--- src/core/ccpm_pkg.sv ---
// Behaviour
// - Mode 0000 turns the unit off and clears the capture prescaler, compare pin and PWM duty; flags and captured value are kept.
// - Capture on falling, rising, every fourth or every sixteenth rising input edge.
// - Mode 0010 toggles the compare pin on each timer match.
// - Mode 1000 drives the compare pin high on match and sets match flag.
// - Mode 1001 drives the compare pin low on match and sets match flag.
// - Mode 1010 only sets the match flag; compare pin stays unchanged.
// - Mode 1011 sets match flag and resets the selected timer pair's timer.
// - Fifth unit only: special event trigger also pulses converter_on.
// - PWM duty is ten bits: duty_high_byte upper eight, duty_low_bits lower two.
// - Capture or compare modes use output A; outputs B, C, D become port pins.
// - Half-bridge PWM with output_config 0x modulates A only; B is port.
// - Half-bridge PWM with output_config 1x drives A and B complementary.
// - Full-bridge output_config 00 modulates A only; B, C, D are port pins.
// - Full-bridge 01 forward: D modulated, A active, B and C inactive.
// - Full-bridge 10 modulates A and B complementary; C, D port pins.
// - Full-bridge 11 reverse: B modulated, C active, A and D inactive.
// - timer_select picks timer pair 1/2, 3/4 or 5/6; value 11 is reserved.
// - PWM polarity: mode bit 1 for A and C, bit 0 for B and D, one active-low.
package ccpm_pkg;
   localparam logic [7:0] CCPM_ADDR_CTRL = 8'h00;
   localparam logic [7:0] CCPM_ADDR_DUTY = 8'h04;
   localparam logic [7:0] CCPM_ADDR_CMPV = 8'h08;
   localparam logic [7:0] CCPM_ADDR_CAPV = 8'h0c;
   localparam logic [7:0] CCPM_ADDR_STAT = 8'h10;
   localparam int CCPM_MODE_LSB = 0;
   localparam int CCPM_DCLO_LSB = 4;
   localparam int CCPM_OCFG_LSB = 6;
   localparam int CCPM_TSEL_LSB = 8;
   localparam int CCPM_STAT_MATCH = 0;
   localparam int CCPM_STAT_CAP = 1;
   localparam logic [3:0] CCPM_MODE_OFF = 4'h0;
   localparam logic [3:0] CCPM_MODE_RSV1 = 4'h1;
   localparam logic [3:0] CCPM_MODE_TOGGLE = 4'h2;
   localparam logic [3:0] CCPM_MODE_RSV3 = 4'h3;
   localparam logic [3:0] CCPM_MODE_CAP_FALL = 4'h4;
   localparam logic [3:0] CCPM_MODE_CAP_RISE = 4'h5;
   localparam logic [3:0] CCPM_MODE_CAP_4TH = 4'h6;
   localparam logic [3:0] CCPM_MODE_CAP_16TH = 4'h7;
   localparam logic [3:0] CCPM_MODE_SET = 4'h8;
   localparam logic [3:0] CCPM_MODE_CLR = 4'h9;
   localparam logic [3:0] CCPM_MODE_SOFT = 4'ha;
   localparam logic [3:0] CCPM_MODE_SPECIAL = 4'hb;
   localparam logic [1:0] CCPM_GRP_CAP = 2'h1;
   localparam logic [1:0] CCPM_GRP_PWM = 2'h3;
   localparam logic [1:0] CCPM_TSEL_RSV = 2'h3;
   localparam logic [3:0] CCPM_PRESC_4TH = 4'h3;
   localparam logic [3:0] CCPM_PRESC_16TH = 4'hf;
   localparam logic [31:0] CCPM_RESET_WORD = 32'h0000_0000;
   localparam int CCPM_BRIDGE_STD = 0;
   localparam int CCPM_BRIDGE_HALF = 1;
   localparam int CCPM_BRIDGE_FULL = 2;

   typedef struct packed {
      logic psel;
      logic penable;
      logic pwrite;
      logic [7:0] paddr;
      logic [31:0] pwdata;
   } ccpm_apb_req_type;

   typedef struct packed {
      logic [2:0][15:0] cc_count;
      logic [2:0][9:0] pwm_count;
   } ccpm_timers_type;

   typedef struct packed {
      logic [3:0] pin_out;
      logic [3:0] pin_oe;
   } ccpm_pins_type;
endpackage

--- src/core/ccpm_pin_sync.sv ---
module ccpm_pin_sync
   import ccpm_pkg::*;
(
   input wire logic pclk, // System clock.
   input wire logic presetn, // Asynchronous reset, active low.
   input wire logic ce, // Clock enable.
   input wire logic pin_raw, // Asynchronous pin level.
   output logic rise, // One-cycle pulse on an accepted rising change.
   output logic fall // One-cycle pulse on an accepted falling change.
);
   logic [2:0] sync_r;
   logic level_r;
   logic rise_r;
   logic fall_r;

   // The level only moves once stages two and three agree, so a one-cycle glitch never counts.
   always_ff @(posedge pclk or negedge presetn) begin
      if (!presetn) begin
         sync_r <= 3'h0;
         level_r <= 1'b0;
         rise_r <= 1'b0;
         fall_r <= 1'b0;
      end else if (ce) begin
         sync_r <= {sync_r[1:0], pin_raw};
         rise_r <= 1'b0;
         fall_r <= 1'b0;
         if (sync_r[1] == sync_r[2] && sync_r[2] != level_r) begin
            level_r <= sync_r[2];
            rise_r <= sync_r[2];
            fall_r <= ~sync_r[2];
         end
      end
   end

   assign rise = rise_r;
   assign fall = fall_r;
endmodule

--- src/core/ccpm_unit.sv ---
// The implementer's own choices: the APB register port and the register addresses.
module ccpm_unit
   import ccpm_pkg::*;
#(
   parameter int BRIDGE = CCPM_BRIDGE_FULL, // 0 standard, 1 half-bridge, 2 full-bridge.
   parameter bit FIFTH_UNIT = 1'b0 // Only the fifth unit owns the converter trigger.
)
(
   input wire logic pclk, // System clock, 100 MHz.
   input wire logic presetn, // Asynchronous reset, active low.
   input wire logic ce, // Clock enable; low freezes all state.
   input wire ccpm_apb_req_type apb_req, // APB request signals.
   output logic [31:0] prdata, // APB read data.
   output logic pready, // APB ready.
   output logic pslverr, // APB error on an unmapped address.
   input wire ccpm_timers_type timers, // Timer counts of all three pairs.
   input wire logic capture_pin, // Capture signal on output A, asynchronous.
   output ccpm_pins_type bridge_pins, // Levels and enables of outputs A to D.
   output logic [2:0] timer_reset, // Pulse resetting the selected capture timer.
   output logic converter_on // Pulse setting the converter-on bit.
);
   typedef struct packed {
      logic [3:0] mode_select;
      logic [1:0] duty_low_bits;
      logic [1:0] output_config;
      logic [1:0] timer_select;
      logic [7:0] duty_high_byte;
      logic [15:0] cmp_val;
      logic [15:0] cap_val;
      logic match_flag;
      logic cap_flag;
      logic [3:0] presc;
      logic cmp_pin;
      logic eq_prev;
      logic [9:0] duty_act;
      ccpm_pins_type pins;
      logic [2:0] tmr_rst;
      logic conv_on;
      logic pready;
      logic pslverr;
      logic [31:0] prdata;
   } ccpm_state_type;

   ccpm_state_type s_r;
   ccpm_state_type s_nxt;
   logic cap_rise;
   logic cap_fall;

   ccpm_pin_sync u_sync (
      .pclk(pclk),
      .presetn(presetn),
      .ce(ce),
      .pin_raw(capture_pin),
      .rise(cap_rise),
      .fall(cap_fall)
   );

   always_comb begin
      logic access;
      logic is_off;
      logic is_cap;
      logic is_pwm;
      logic tsel_ok;
      logic eq;
      logic match;
      logic cap_evt;
      logic pwm_raw;
      logic pol_ac;
      logic pol_bd;
      logic lvl_ac;
      logic lvl_bd;
      logic [1:0] tsel;
      logic [15:0] cc_now;
      logic [9:0] pwm_now;
      logic [3:0] new_mode;
      access = 1'b0;
      is_off = 1'b0;
      is_cap = 1'b0;
      is_pwm = 1'b0;
      tsel_ok = 1'b0;
      eq = 1'b0;
      match = 1'b0;
      cap_evt = 1'b0;
      pwm_raw = 1'b0;
      pol_ac = 1'b0;
      pol_bd = 1'b0;
      lvl_ac = 1'b0;
      lvl_bd = 1'b0;
      tsel = s_r.timer_select;
      cc_now = 16'h0000;
      pwm_now = 10'h000;
      new_mode = s_r.mode_select;
      s_nxt = s_r;
      s_nxt.pready = 1'b0;
      s_nxt.pslverr = 1'b0;
      s_nxt.tmr_rst = 3'h0;
      s_nxt.conv_on = 1'b0;

      // Bus: the answer comes one cycle into the access phase, from registers.
      access = apb_req.psel & apb_req.penable & ~s_r.pready;
      if (access) begin
         s_nxt.pready = 1'b1;
         // Every read starts from zero, so bits with no field behind them read as zero.
         s_nxt.prdata = CCPM_RESET_WORD;
         case (apb_req.paddr)
            CCPM_ADDR_CTRL: begin
               if (apb_req.pwrite) begin
                  new_mode = apb_req.pwdata[CCPM_MODE_LSB +: 4];
                  s_nxt.mode_select = new_mode;
                  s_nxt.duty_low_bits = apb_req.pwdata[CCPM_DCLO_LSB +: 2];
                  s_nxt.timer_select = apb_req.pwdata[CCPM_TSEL_LSB +: 2];
                  if (BRIDGE != CCPM_BRIDGE_STD) begin
                     s_nxt.output_config = apb_req.pwdata[CCPM_OCFG_LSB +: 2];
                  end
               end
               s_nxt.prdata[CCPM_MODE_LSB +: 4] = s_r.mode_select;
               s_nxt.prdata[CCPM_DCLO_LSB +: 2] = s_r.duty_low_bits;
               s_nxt.prdata[CCPM_OCFG_LSB +: 2] = s_r.output_config;
               s_nxt.prdata[CCPM_TSEL_LSB +: 2] = s_r.timer_select;
            end
            CCPM_ADDR_DUTY: begin
               if (apb_req.pwrite) begin
                  s_nxt.duty_high_byte = apb_req.pwdata[7:0];
               end
               s_nxt.prdata[7:0] = s_r.duty_high_byte;
            end
            CCPM_ADDR_CMPV: begin
               if (apb_req.pwrite) begin
                  s_nxt.cmp_val = apb_req.pwdata[15:0];
               end
               s_nxt.prdata[15:0] = s_r.cmp_val;
            end
            CCPM_ADDR_CAPV: begin
               s_nxt.prdata[15:0] = s_r.cap_val;
            end
            CCPM_ADDR_STAT: begin
               if (apb_req.pwrite) begin
                  if (apb_req.pwdata[CCPM_STAT_MATCH]) begin
                     s_nxt.match_flag = 1'b0;
                  end
                  if (apb_req.pwdata[CCPM_STAT_CAP]) begin
                     s_nxt.cap_flag = 1'b0;
                  end
               end
               s_nxt.prdata[CCPM_STAT_MATCH] = s_r.match_flag;
               s_nxt.prdata[CCPM_STAT_CAP] = s_r.cap_flag;
            end
            default: begin
               s_nxt.pslverr = 1'b1;
            end
         endcase
      end

      // Mode decode from the registered field, so a write acts from the next cycle.
      // Reserved codes count as off, so a stray write never leaves a half-decoded mode.
      case (s_r.mode_select)
         CCPM_MODE_OFF, CCPM_MODE_RSV1, CCPM_MODE_RSV3: is_off = 1'b1;
         default: is_off = 1'b0;
      endcase
      is_cap = (s_r.mode_select[3:2] == CCPM_GRP_CAP);
      is_pwm = (s_r.mode_select[3:2] == CCPM_GRP_PWM);
      // The reserved pair selects no timer: no match, no capture, and PWM stays idle.
      tsel_ok = (tsel != CCPM_TSEL_RSV);
      if (tsel_ok) begin
         cc_now = timers.cc_count[tsel];
         pwm_now = timers.pwm_count[tsel];
      end

      // Match is an event: only the first cycle of equality counts.
      eq = tsel_ok && !is_off && !is_cap && !is_pwm && (cc_now == s_r.cmp_val);
      match = eq & ~s_r.eq_prev;
      s_nxt.eq_prev = eq;

      // Toggle mode leaves the flag alone; only the set, clear, flag-only and special modes raise it.
      if (match) begin
         case (s_r.mode_select)
            CCPM_MODE_TOGGLE: s_nxt.cmp_pin = ~s_r.cmp_pin;
            CCPM_MODE_SET: begin
               s_nxt.cmp_pin = 1'b1;
               s_nxt.match_flag = 1'b1;
            end
            CCPM_MODE_CLR: begin
               s_nxt.cmp_pin = 1'b0;
               s_nxt.match_flag = 1'b1;
            end
            CCPM_MODE_SOFT: s_nxt.match_flag = 1'b1;
            CCPM_MODE_SPECIAL: begin
               s_nxt.match_flag = 1'b1;
               s_nxt.tmr_rst[tsel] = 1'b1;
               s_nxt.conv_on = FIFTH_UNIT;
            end
            default: s_nxt.cmp_pin = s_r.cmp_pin;
         endcase
      end

      // Capture with edge prescaling; the flag set is placed after the clear so it wins.
      if (is_cap && tsel_ok) begin
         case (s_r.mode_select)
            CCPM_MODE_CAP_FALL: cap_evt = cap_fall;
            CCPM_MODE_CAP_RISE: cap_evt = cap_rise;
            CCPM_MODE_CAP_4TH: begin
               if (cap_rise) begin
                  cap_evt = (s_r.presc == CCPM_PRESC_4TH);
                  s_nxt.presc = cap_evt ? 4'h0 : s_r.presc + 4'h1;
               end
            end
            CCPM_MODE_CAP_16TH: begin
               if (cap_rise) begin
                  cap_evt = (s_r.presc == CCPM_PRESC_16TH);
                  s_nxt.presc = s_r.presc + 4'h1;
               end
            end
            default: cap_evt = 1'b0;
         endcase
      end
      if (cap_evt) begin
         s_nxt.cap_val = cc_now;
         s_nxt.cap_flag = 1'b1;
      end
      // A fresh capture mode counts edges from zero, even if the old mode saw an edge now.
      if (new_mode != s_r.mode_select) begin
         s_nxt.presc = 4'h0;
      end

      // PWM: the duty value is taken at the start of each period to avoid runt pulses.
      if (is_pwm && tsel_ok) begin
         if (pwm_now == 10'h000) begin
            s_nxt.duty_act = {s_r.duty_high_byte, s_r.duty_low_bits};
         end
         pwm_raw = (pwm_now < s_r.duty_act);
      end
      pol_ac = s_r.mode_select[1];
      pol_bd = s_r.mode_select[0];
      lvl_ac = pwm_raw ^ pol_ac;
      lvl_bd = pwm_raw ^ pol_bd;

      // Pin mapping; a zero enable hands the pin back to the port.
      s_nxt.pins.pin_out = 4'h0;
      s_nxt.pins.pin_oe = 4'h0;
      if (is_off) begin
         s_nxt.presc = 4'h0;
         s_nxt.cmp_pin = 1'b0;
         s_nxt.eq_prev = 1'b0;
         s_nxt.duty_act = 10'h000;
      end else if (!is_pwm) begin
         // Capture leaves A as an input; compare drives it. B to D stay port pins.
         s_nxt.pins.pin_out[0] = s_r.cmp_pin;
         s_nxt.pins.pin_oe[0] = ~is_cap;
      end else if (BRIDGE != CCPM_BRIDGE_FULL) begin
         s_nxt.pins.pin_out[0] = lvl_ac;
         s_nxt.pins.pin_oe[0] = 1'b1;
         // No dead-band delay: both halves switch on one edge, so the driver must add the gap.
         if (BRIDGE == CCPM_BRIDGE_HALF && s_r.output_config[1]) begin
            s_nxt.pins.pin_out[1] = ~pwm_raw ^ pol_bd;
            s_nxt.pins.pin_oe[1] = 1'b1;
         end
      end else begin
         // Bits run A, B, C, D from bit zero upward.
         // A held pin sits at the inverse of its polarity bit when active, at the bit when not.
         case (s_r.output_config)
            2'h0: begin
               s_nxt.pins.pin_out[0] = lvl_ac;
               s_nxt.pins.pin_oe[0] = 1'b1;
            end
            2'h1: begin
               s_nxt.pins.pin_out[0] = ~pol_ac;
               s_nxt.pins.pin_out[1] = pol_bd;
               s_nxt.pins.pin_out[2] = pol_ac;
               s_nxt.pins.pin_out[3] = lvl_bd;
               s_nxt.pins.pin_oe = 4'hf;
            end
            2'h2: begin
               s_nxt.pins.pin_out[0] = lvl_ac;
               s_nxt.pins.pin_out[1] = ~pwm_raw ^ pol_bd;
               s_nxt.pins.pin_oe[1:0] = 2'h3;
            end
            default: begin
               s_nxt.pins.pin_out[0] = pol_ac;
               s_nxt.pins.pin_out[1] = lvl_bd;
               s_nxt.pins.pin_out[2] = ~pol_ac;
               s_nxt.pins.pin_out[3] = pol_bd;
               s_nxt.pins.pin_oe = 4'hf;
            end
         endcase
      end
   end

   // With ce low nothing advances, the bus included, so no transfer may start then.
   always_ff @(posedge pclk or negedge presetn) begin
      if (!presetn) begin
         s_r <= '0;
      end else if (ce) begin
         s_r <= s_nxt;
      end
   end

   assign prdata = s_r.prdata;
   assign pready = s_r.pready;
   assign pslverr = s_r.pslverr;
   assign bridge_pins = s_r.pins;
   assign timer_reset = s_r.tmr_rst;
   assign converter_on = s_r.conv_on;
endmodule

--- config.mk ---
export PLATFORM = sky130hd
export DESIGN_NAME = ccpm_unit
export DESIGN_NICKNAME = d
export VERILOG_FILES = /design/src/core/ccpm_pkg.sv /design/src/core/ccpm_pin_sync.sv /design/src/core/ccpm_unit.sv
export SDC_FILE = /design/constraint.sdc
export NUM_CORES = 1
export LEC_CHECK = 0
export BUFFER_PORTS_ARGS = -buffer_cell sky130_fd_sc_hd__buf_4
export CAP_MARGIN = 20
export CORE_ASPECT_RATIO = 0.8
export CORE_MARGIN = 1
export CORE_UTILIZATION = 34
export CTS_BUF_LIST = sky130_fd_sc_hd__clkbuf_4 sky130_fd_sc_hd__clkbuf_8 sky130_fd_sc_hd__clkbuf_16
export DETAILED_ROUTE_END_ITERATION = 6
export HOLD_SLACK_MARGIN = 0.08
export PLACE_DENSITY_LB_ADDON = 0.05
export SYNTH_ARGS = -nofsm -noshare
export SYNTH_HDL_FRONTEND = slang
export SYNTH_SLANG_ARGS = --single-unit
--- constraint.sdc ---
create_clock -name pclk -period 7 [get_ports pclk]
set_input_delay 1.4 -clock pclk [delete_from_list [all_inputs] [get_ports pclk]]
set_output_delay 1.4 -clock pclk [all_outputs]
set_load 0.02 [all_outputs]
## After elaboration in Yosys (flattened, before gate mapping)

Cells that the tools add are included.
W data, S select, Z words.

| cells by class | value |
|---|---|
| bitwise gates (word level) | 13 |
| equality and inequality tests | 28 |
| reduce and logical (&&, ||, !) cells | 39 |
| add/subtract/negate cells | 1 |
| mux-type cells | 56 |
| order comparisons | 3 |

Operators by type and width:

| kind | number |
|---|---|
| $mux W16 | 3 |
| $mux W10 | 4 |
| $mux W4 | 10 |
| $mux W34 | 1 |
| $bmux W16 S2 | 1 |
| $pmux W6 S4 | 1 |
| $bmux W10 S2 | 1 |
| $eq A4 B4 Y1 const B | 5 |
| $mux W1 | 18 |
| $eq A16 B16 Y1 | 1 |
| $eq A4 B3 Y1 const B | 4 |
| $eq A8 B4 Y1 const B | 2 |
| $reduce_bool A2 Y1 | 7 |
| $eq A4 B2 Y1 const B | 3 |
| $pmux W6 S2 | 1 |
| $reduce_and A4 Y1 | 3 |
| $logic_not A10 Y1 | 1 |
| $lt A10 B10 Y1 | 1 |
| $pmux W2 S5 | 1 |
| $reduce_and A5 Y1 | 2 |
| $eq A8 B3 Y1 const B | 1 |
| $eq A8 B5 Y1 const B | 1 |
| $logic_and A1 B1 Y1 | 8 |
| $logic_not A8 Y1 | 1 |
| 35 further kinds | 59 |

| word-level totals | value |
|---|---|
| output and inout port bits | 46 |
| bits of input ports | 125 |
| flip-flop bits (word level) | 104 |
| word-level logic and storage cells | 164 |

## Depth between registers and ports, before layout

| depth | value |
|---|---|
| depth after elaboration | 11 |
| gate-level depth with buffers | 14 |
| mapped depth without buffers | 11 |

## By module

A second synthesis with hierarchy kept.

| second synthesis, totals | value |
|---|---|
| cells, all modules | 604 |
| area total of the unflattened synthesis | 6080.8 µm² |

By module, submodules not included:

| module | area each (µm²) | times used | cells each | seq. area each (µm²) |
|---|---|---|---|---|
| ccpm_unit | 5815.6 | 1 | 583 | 2402.3 |
| ccpm_pin_sync | 265.3 | 1 | 21 | 150.1 |

## Worst setup path before layout

Ideal clock, no wire load.

| path | value |
|---|---|
| kind | input port to flip-flop |
| start point | input apb_req[37] (netlist bit) |
| end point | register s_r[80] (netlist bit) |
| path slack | 3.568 ns |
| data required time | 6.873 ns |
| arrival time | 3.304 ns |
| path buffers | 2 |
| cell stages on the path | 7 |
| setup time | 0.127 ns |
| cell sequence | or4_4 or3_4 nor3b_2 and3_1 buf_4 buf_6 mux2_1 |

| between the ends | value |
|---|---|
| cells in the longest elaborated chain, start to end | 2 |

Ends and longest elaborated chain:

| element | line | RTL |
|---|---|---|
| from (decl) | ccpm_unit.sv:12 | `input wire ccpm_apb_req_type apb_req,` |
| $eq A8 B4 Y1 | ccpm_unit.sv:105 | `case (apb_req.paddr)` |
| $reduce_and A4 Y1 (no source line) | - |  |
| to (signal assigned) | ccpm_unit.sv:293 | `s_r <= s_nxt;` |
| to (decl) | ccpm_unit.sv:44 | `ccpm_state_type s_r;` |

Every way passes these cells.
A chain may end at the register's enable or synchronous reset.

## Final worst setup path

| path | value |
|---|---|
| start point | input apb_req[37] (netlist bit) |
| end point | register s_r[85] (netlist bit) |

The elaborated chain is that of the path after synthesis.

==> reports/summary.txt <==
Run status - complete, no violations
Worst Path Max Fanout - 16
Critical-path top delay cell - and3_1
Worst Clk Skew - 0.00865 ns
Iteration-0 DRC count of the detailed router - 280
Synth Cell Area - 0.00630 mm²
Commonest register cell after synthesis - dfrtp_1
Vias/cell - 5.36
EDFF count, synth - 0
Multi-input logic area - 0.00320 mm²
Fraction of layout cells with a size suffix above 1 - 0.320
Clock Sinks - 102
Top-area cell type share of the netlist area - 0.405
Number of global-route vias before repair - 4763
Final worst slack - 2.53 ns
HPWL after DPL - 13200 µm
Initial Util - 0.348
Post-route ant nets - 0
Fmax - 224 MHz
Largest net degree at the start of global routing - 69
Final hold slack - 0.483 ns
Relative slew margins - 0.305
Synth top area cells - dfrtp_1 (41%), mux2_2 (9.3%), buf_4 (5.5%), mux2i_1 (3.7%), nor2_1 (2.5%)
Die Y - 124 µm
PwrDens - 180 mW/mm²
Total CTS buffers - 9
Data required, critical path - 7.23 ns
Max Root-Sink Buffers - 2
Area of the core - 0.0181 mm²
Async SR Flop Fraction - 1.00
Area leader, netlist - dfrtp_1
# resized after CTS - 0
Wire length per cell - 18.8 µm
PortBufs - 137
Root Driver - clkbuf_16
Die area - 0.0191 mm²
Yosys cell types - 70
CP Launch Type - input pin
Detailed-route DRC error count - 0
Final Hold Viols - 0
Final setup fails - 0
Unrepaired setup endpoints after global routing - false
Io pins - 171
Later-pin clock latency in the skew report - 0.35 ns
Worst Tran Pin Value - 1.04 ns
Static leakage - 3.40 nW
CTS tree - done
Post-placement worst setup slack - 2.14 ns
Fin nets - 840
CP max stage delay - 0.97 ns
Synth warn - 0
Site Rows - 44
Die X - 154 µm
Worst hold-check path type - flip-flop to flip-flop
Grt total ovfl - 0
Avg Cell Area, Syn - 10.2 µm²
Bufs and invs on worst path - 1
TNS Setup - 0 ns
Wire length of the first global-routing pass - 27100 µm
Critical path class - input pin to flip-flop
Final wirelength - 17700 µm
RD Place Congestion - 0.776
Antenna Diode Count - 0
Register area - 0.00255 mm²
Final period util - 0.639
H-Tree Depth - 3
Tmin final - 4.47 ns
Fillers - 1758
Initial antenna violation count - 0
Crit-path cells - buf_4, or4_4, or3_4, nor3b_2, and3_1, mux2_2
Drt first pass iters - 4
Critical path's top delay family - simple AND/OR/NAND/NOR gates
Vias - 5034
Post-synthesis register bit count - 102
Critical Path AT - 4.71 ns
VDD IR-drop max - 0.106 mV
Final Max Slew Viols - 0
Crit path capture type - flip-flop
Max cap viols - 0
Post-synthesis sequential area ratio - 0.405
GRT Total Usage - 0.188
Postcts setup bufs - 0
Hold Buf Count CTS - 0
Area grow syn2layout - 19.5%
Synth Instances - 620
CTS clk-pin slew, worst paths - 0.07 ns
-- registers in the layout, indices dropped and copies added (netlist names) --
signal          cells
s_r                68
timer_reset         3
pready              1
pslverr             1
u_sync.fall         1
prdata             16
u_sync.level_r      1
bridge_pins         7
u_sync.rise         1
u_sync.sync_r       3
-- layout make-up --
| type | count | share of cell area |
|---|---|---|
| clock buffers | 9 | 0.0299 |
| clock inverters | 7 | 0.0126 |
| inverters | 25 | 0.0125 |
| multi-input cells | 426 | 0.425 |
| flip-flops and latches | 102 | 0.340 |
| well taps | 230 | 0.0383 |
| repair buffers | 141 | 0.142 |
-- final timing paths --
path	from	end	slack (ns)	cells after the start
max	apb_req[37]	s_r[85]	2.53	6
min	s_r[62]	s_r[62]	0.48	1
max reg2reg	s_r[104]	bridge_pins[5]	3.37	12
min reg2reg	s_r[62]	s_r[62]	0.48	1
max in group asynchronous	presetn	s_r[104]	4.72	2
min in group asynchronous	presetn	prdata[10]	1.07	1
-- worst reg2reg max path: stages, from the launching register on --
cell,delay (ns)
dfrtp_2,1.03
nor2b_1,0.10
buf_4,0.25
nand2_1,0.09
o21ai_0,0.14
ha_1,0.32
o211ai_1,0.08
nor2_1,0.11
a21oi_1,0.08
o211ai_1,0.44
or4b_2,0.63
nand3_1,0.10
a2bb2oi_1,0.17
-- cell families (layout without fill, tap and decap cells) --
family | count (synthesis) | count (layout) | share of synthesized area
buffers and inverters | 108 | 182 | 0.0972
multiplexers | 88 | 88 | 0.156
adder cells (fa/ha/maj) | 10 | 10 | 0.0199
XOR/XNOR | 16 | 16 | 0.0223
flip-flops | 102 | 102 | 0.405
AND/OR/NAND/NOR | 161 | 161 | 0.143
AO/OA/AOI/OAI | 134 | 134 | 0.155
other | 1 | 17 | 0.000596
-- metrics by stage --
step	instance area, µm²	util	std cells	total power [mW]
after floorplan	6360	-	636	0.743
after global placement	7180	0.397	923	0.818
after detailed placement	7180	0.397	923	0.822
after CTS	7500	0.414	939	1.38
after global routing	7520	0.415	940	1.42
final	7520	0.415	940	1.36
-- power breakdown --
part	internal, mW	switching [mW]	total [mW]
combinational	0.0883	0.0967	0.185
clock	0.315	0.233	0.548
sequential	0.609	0.0155	0.624
-- layout by cell type (no fill, tap or decap), types with 14 or more instances in the layout --
cell      count
a221oi_1     14
mux2i_1      23
a21oi_1      19
dfrtp_1     100
o21ai_0      20
nor2_1       42
mux2_2       52
nor2b_1      16
inv_1        25
nand2_1      31
conb_1       17
buf_4       140
-- cells in the mapped netlist, types with 5 or more instances --
library cell and n:
a21oi_1 20, a221oi_1 14, a222oi_1 6, a22o_1 10, buf_2 9, buf_4 46, clkbuf_1 23, dfrtp_1 102
ha_1 10, inv_1 25, mux2_1 11, mux2_2 52, mux2i_1 23, nand2_1 31, nand2b_1 13, nand3_1 9
nand4_1 7, nor2_1 42, nor2b_1 16, o211ai_1 10, o21ai_0 20, o22ai_1 5, o2bb2ai_1 11, or3_1 5
xnor2_1 10, xor2_1 6
-- metal layers --
layer / up-vias / part of all wire / track usage / wire [µm]
met5: - / 0 / 0 / 0
met4: 0 / 0.011 / 0.0556 / 191
met3: 10 / 0.052 / 0.0379 / 922
met2: 155 / 0.45 / 0.294 / 7990
met1: 2481 / 0.49 / 0.263 / 8610
li1: 2388 / - / - / -
Power figures use the tool's default switching activity.
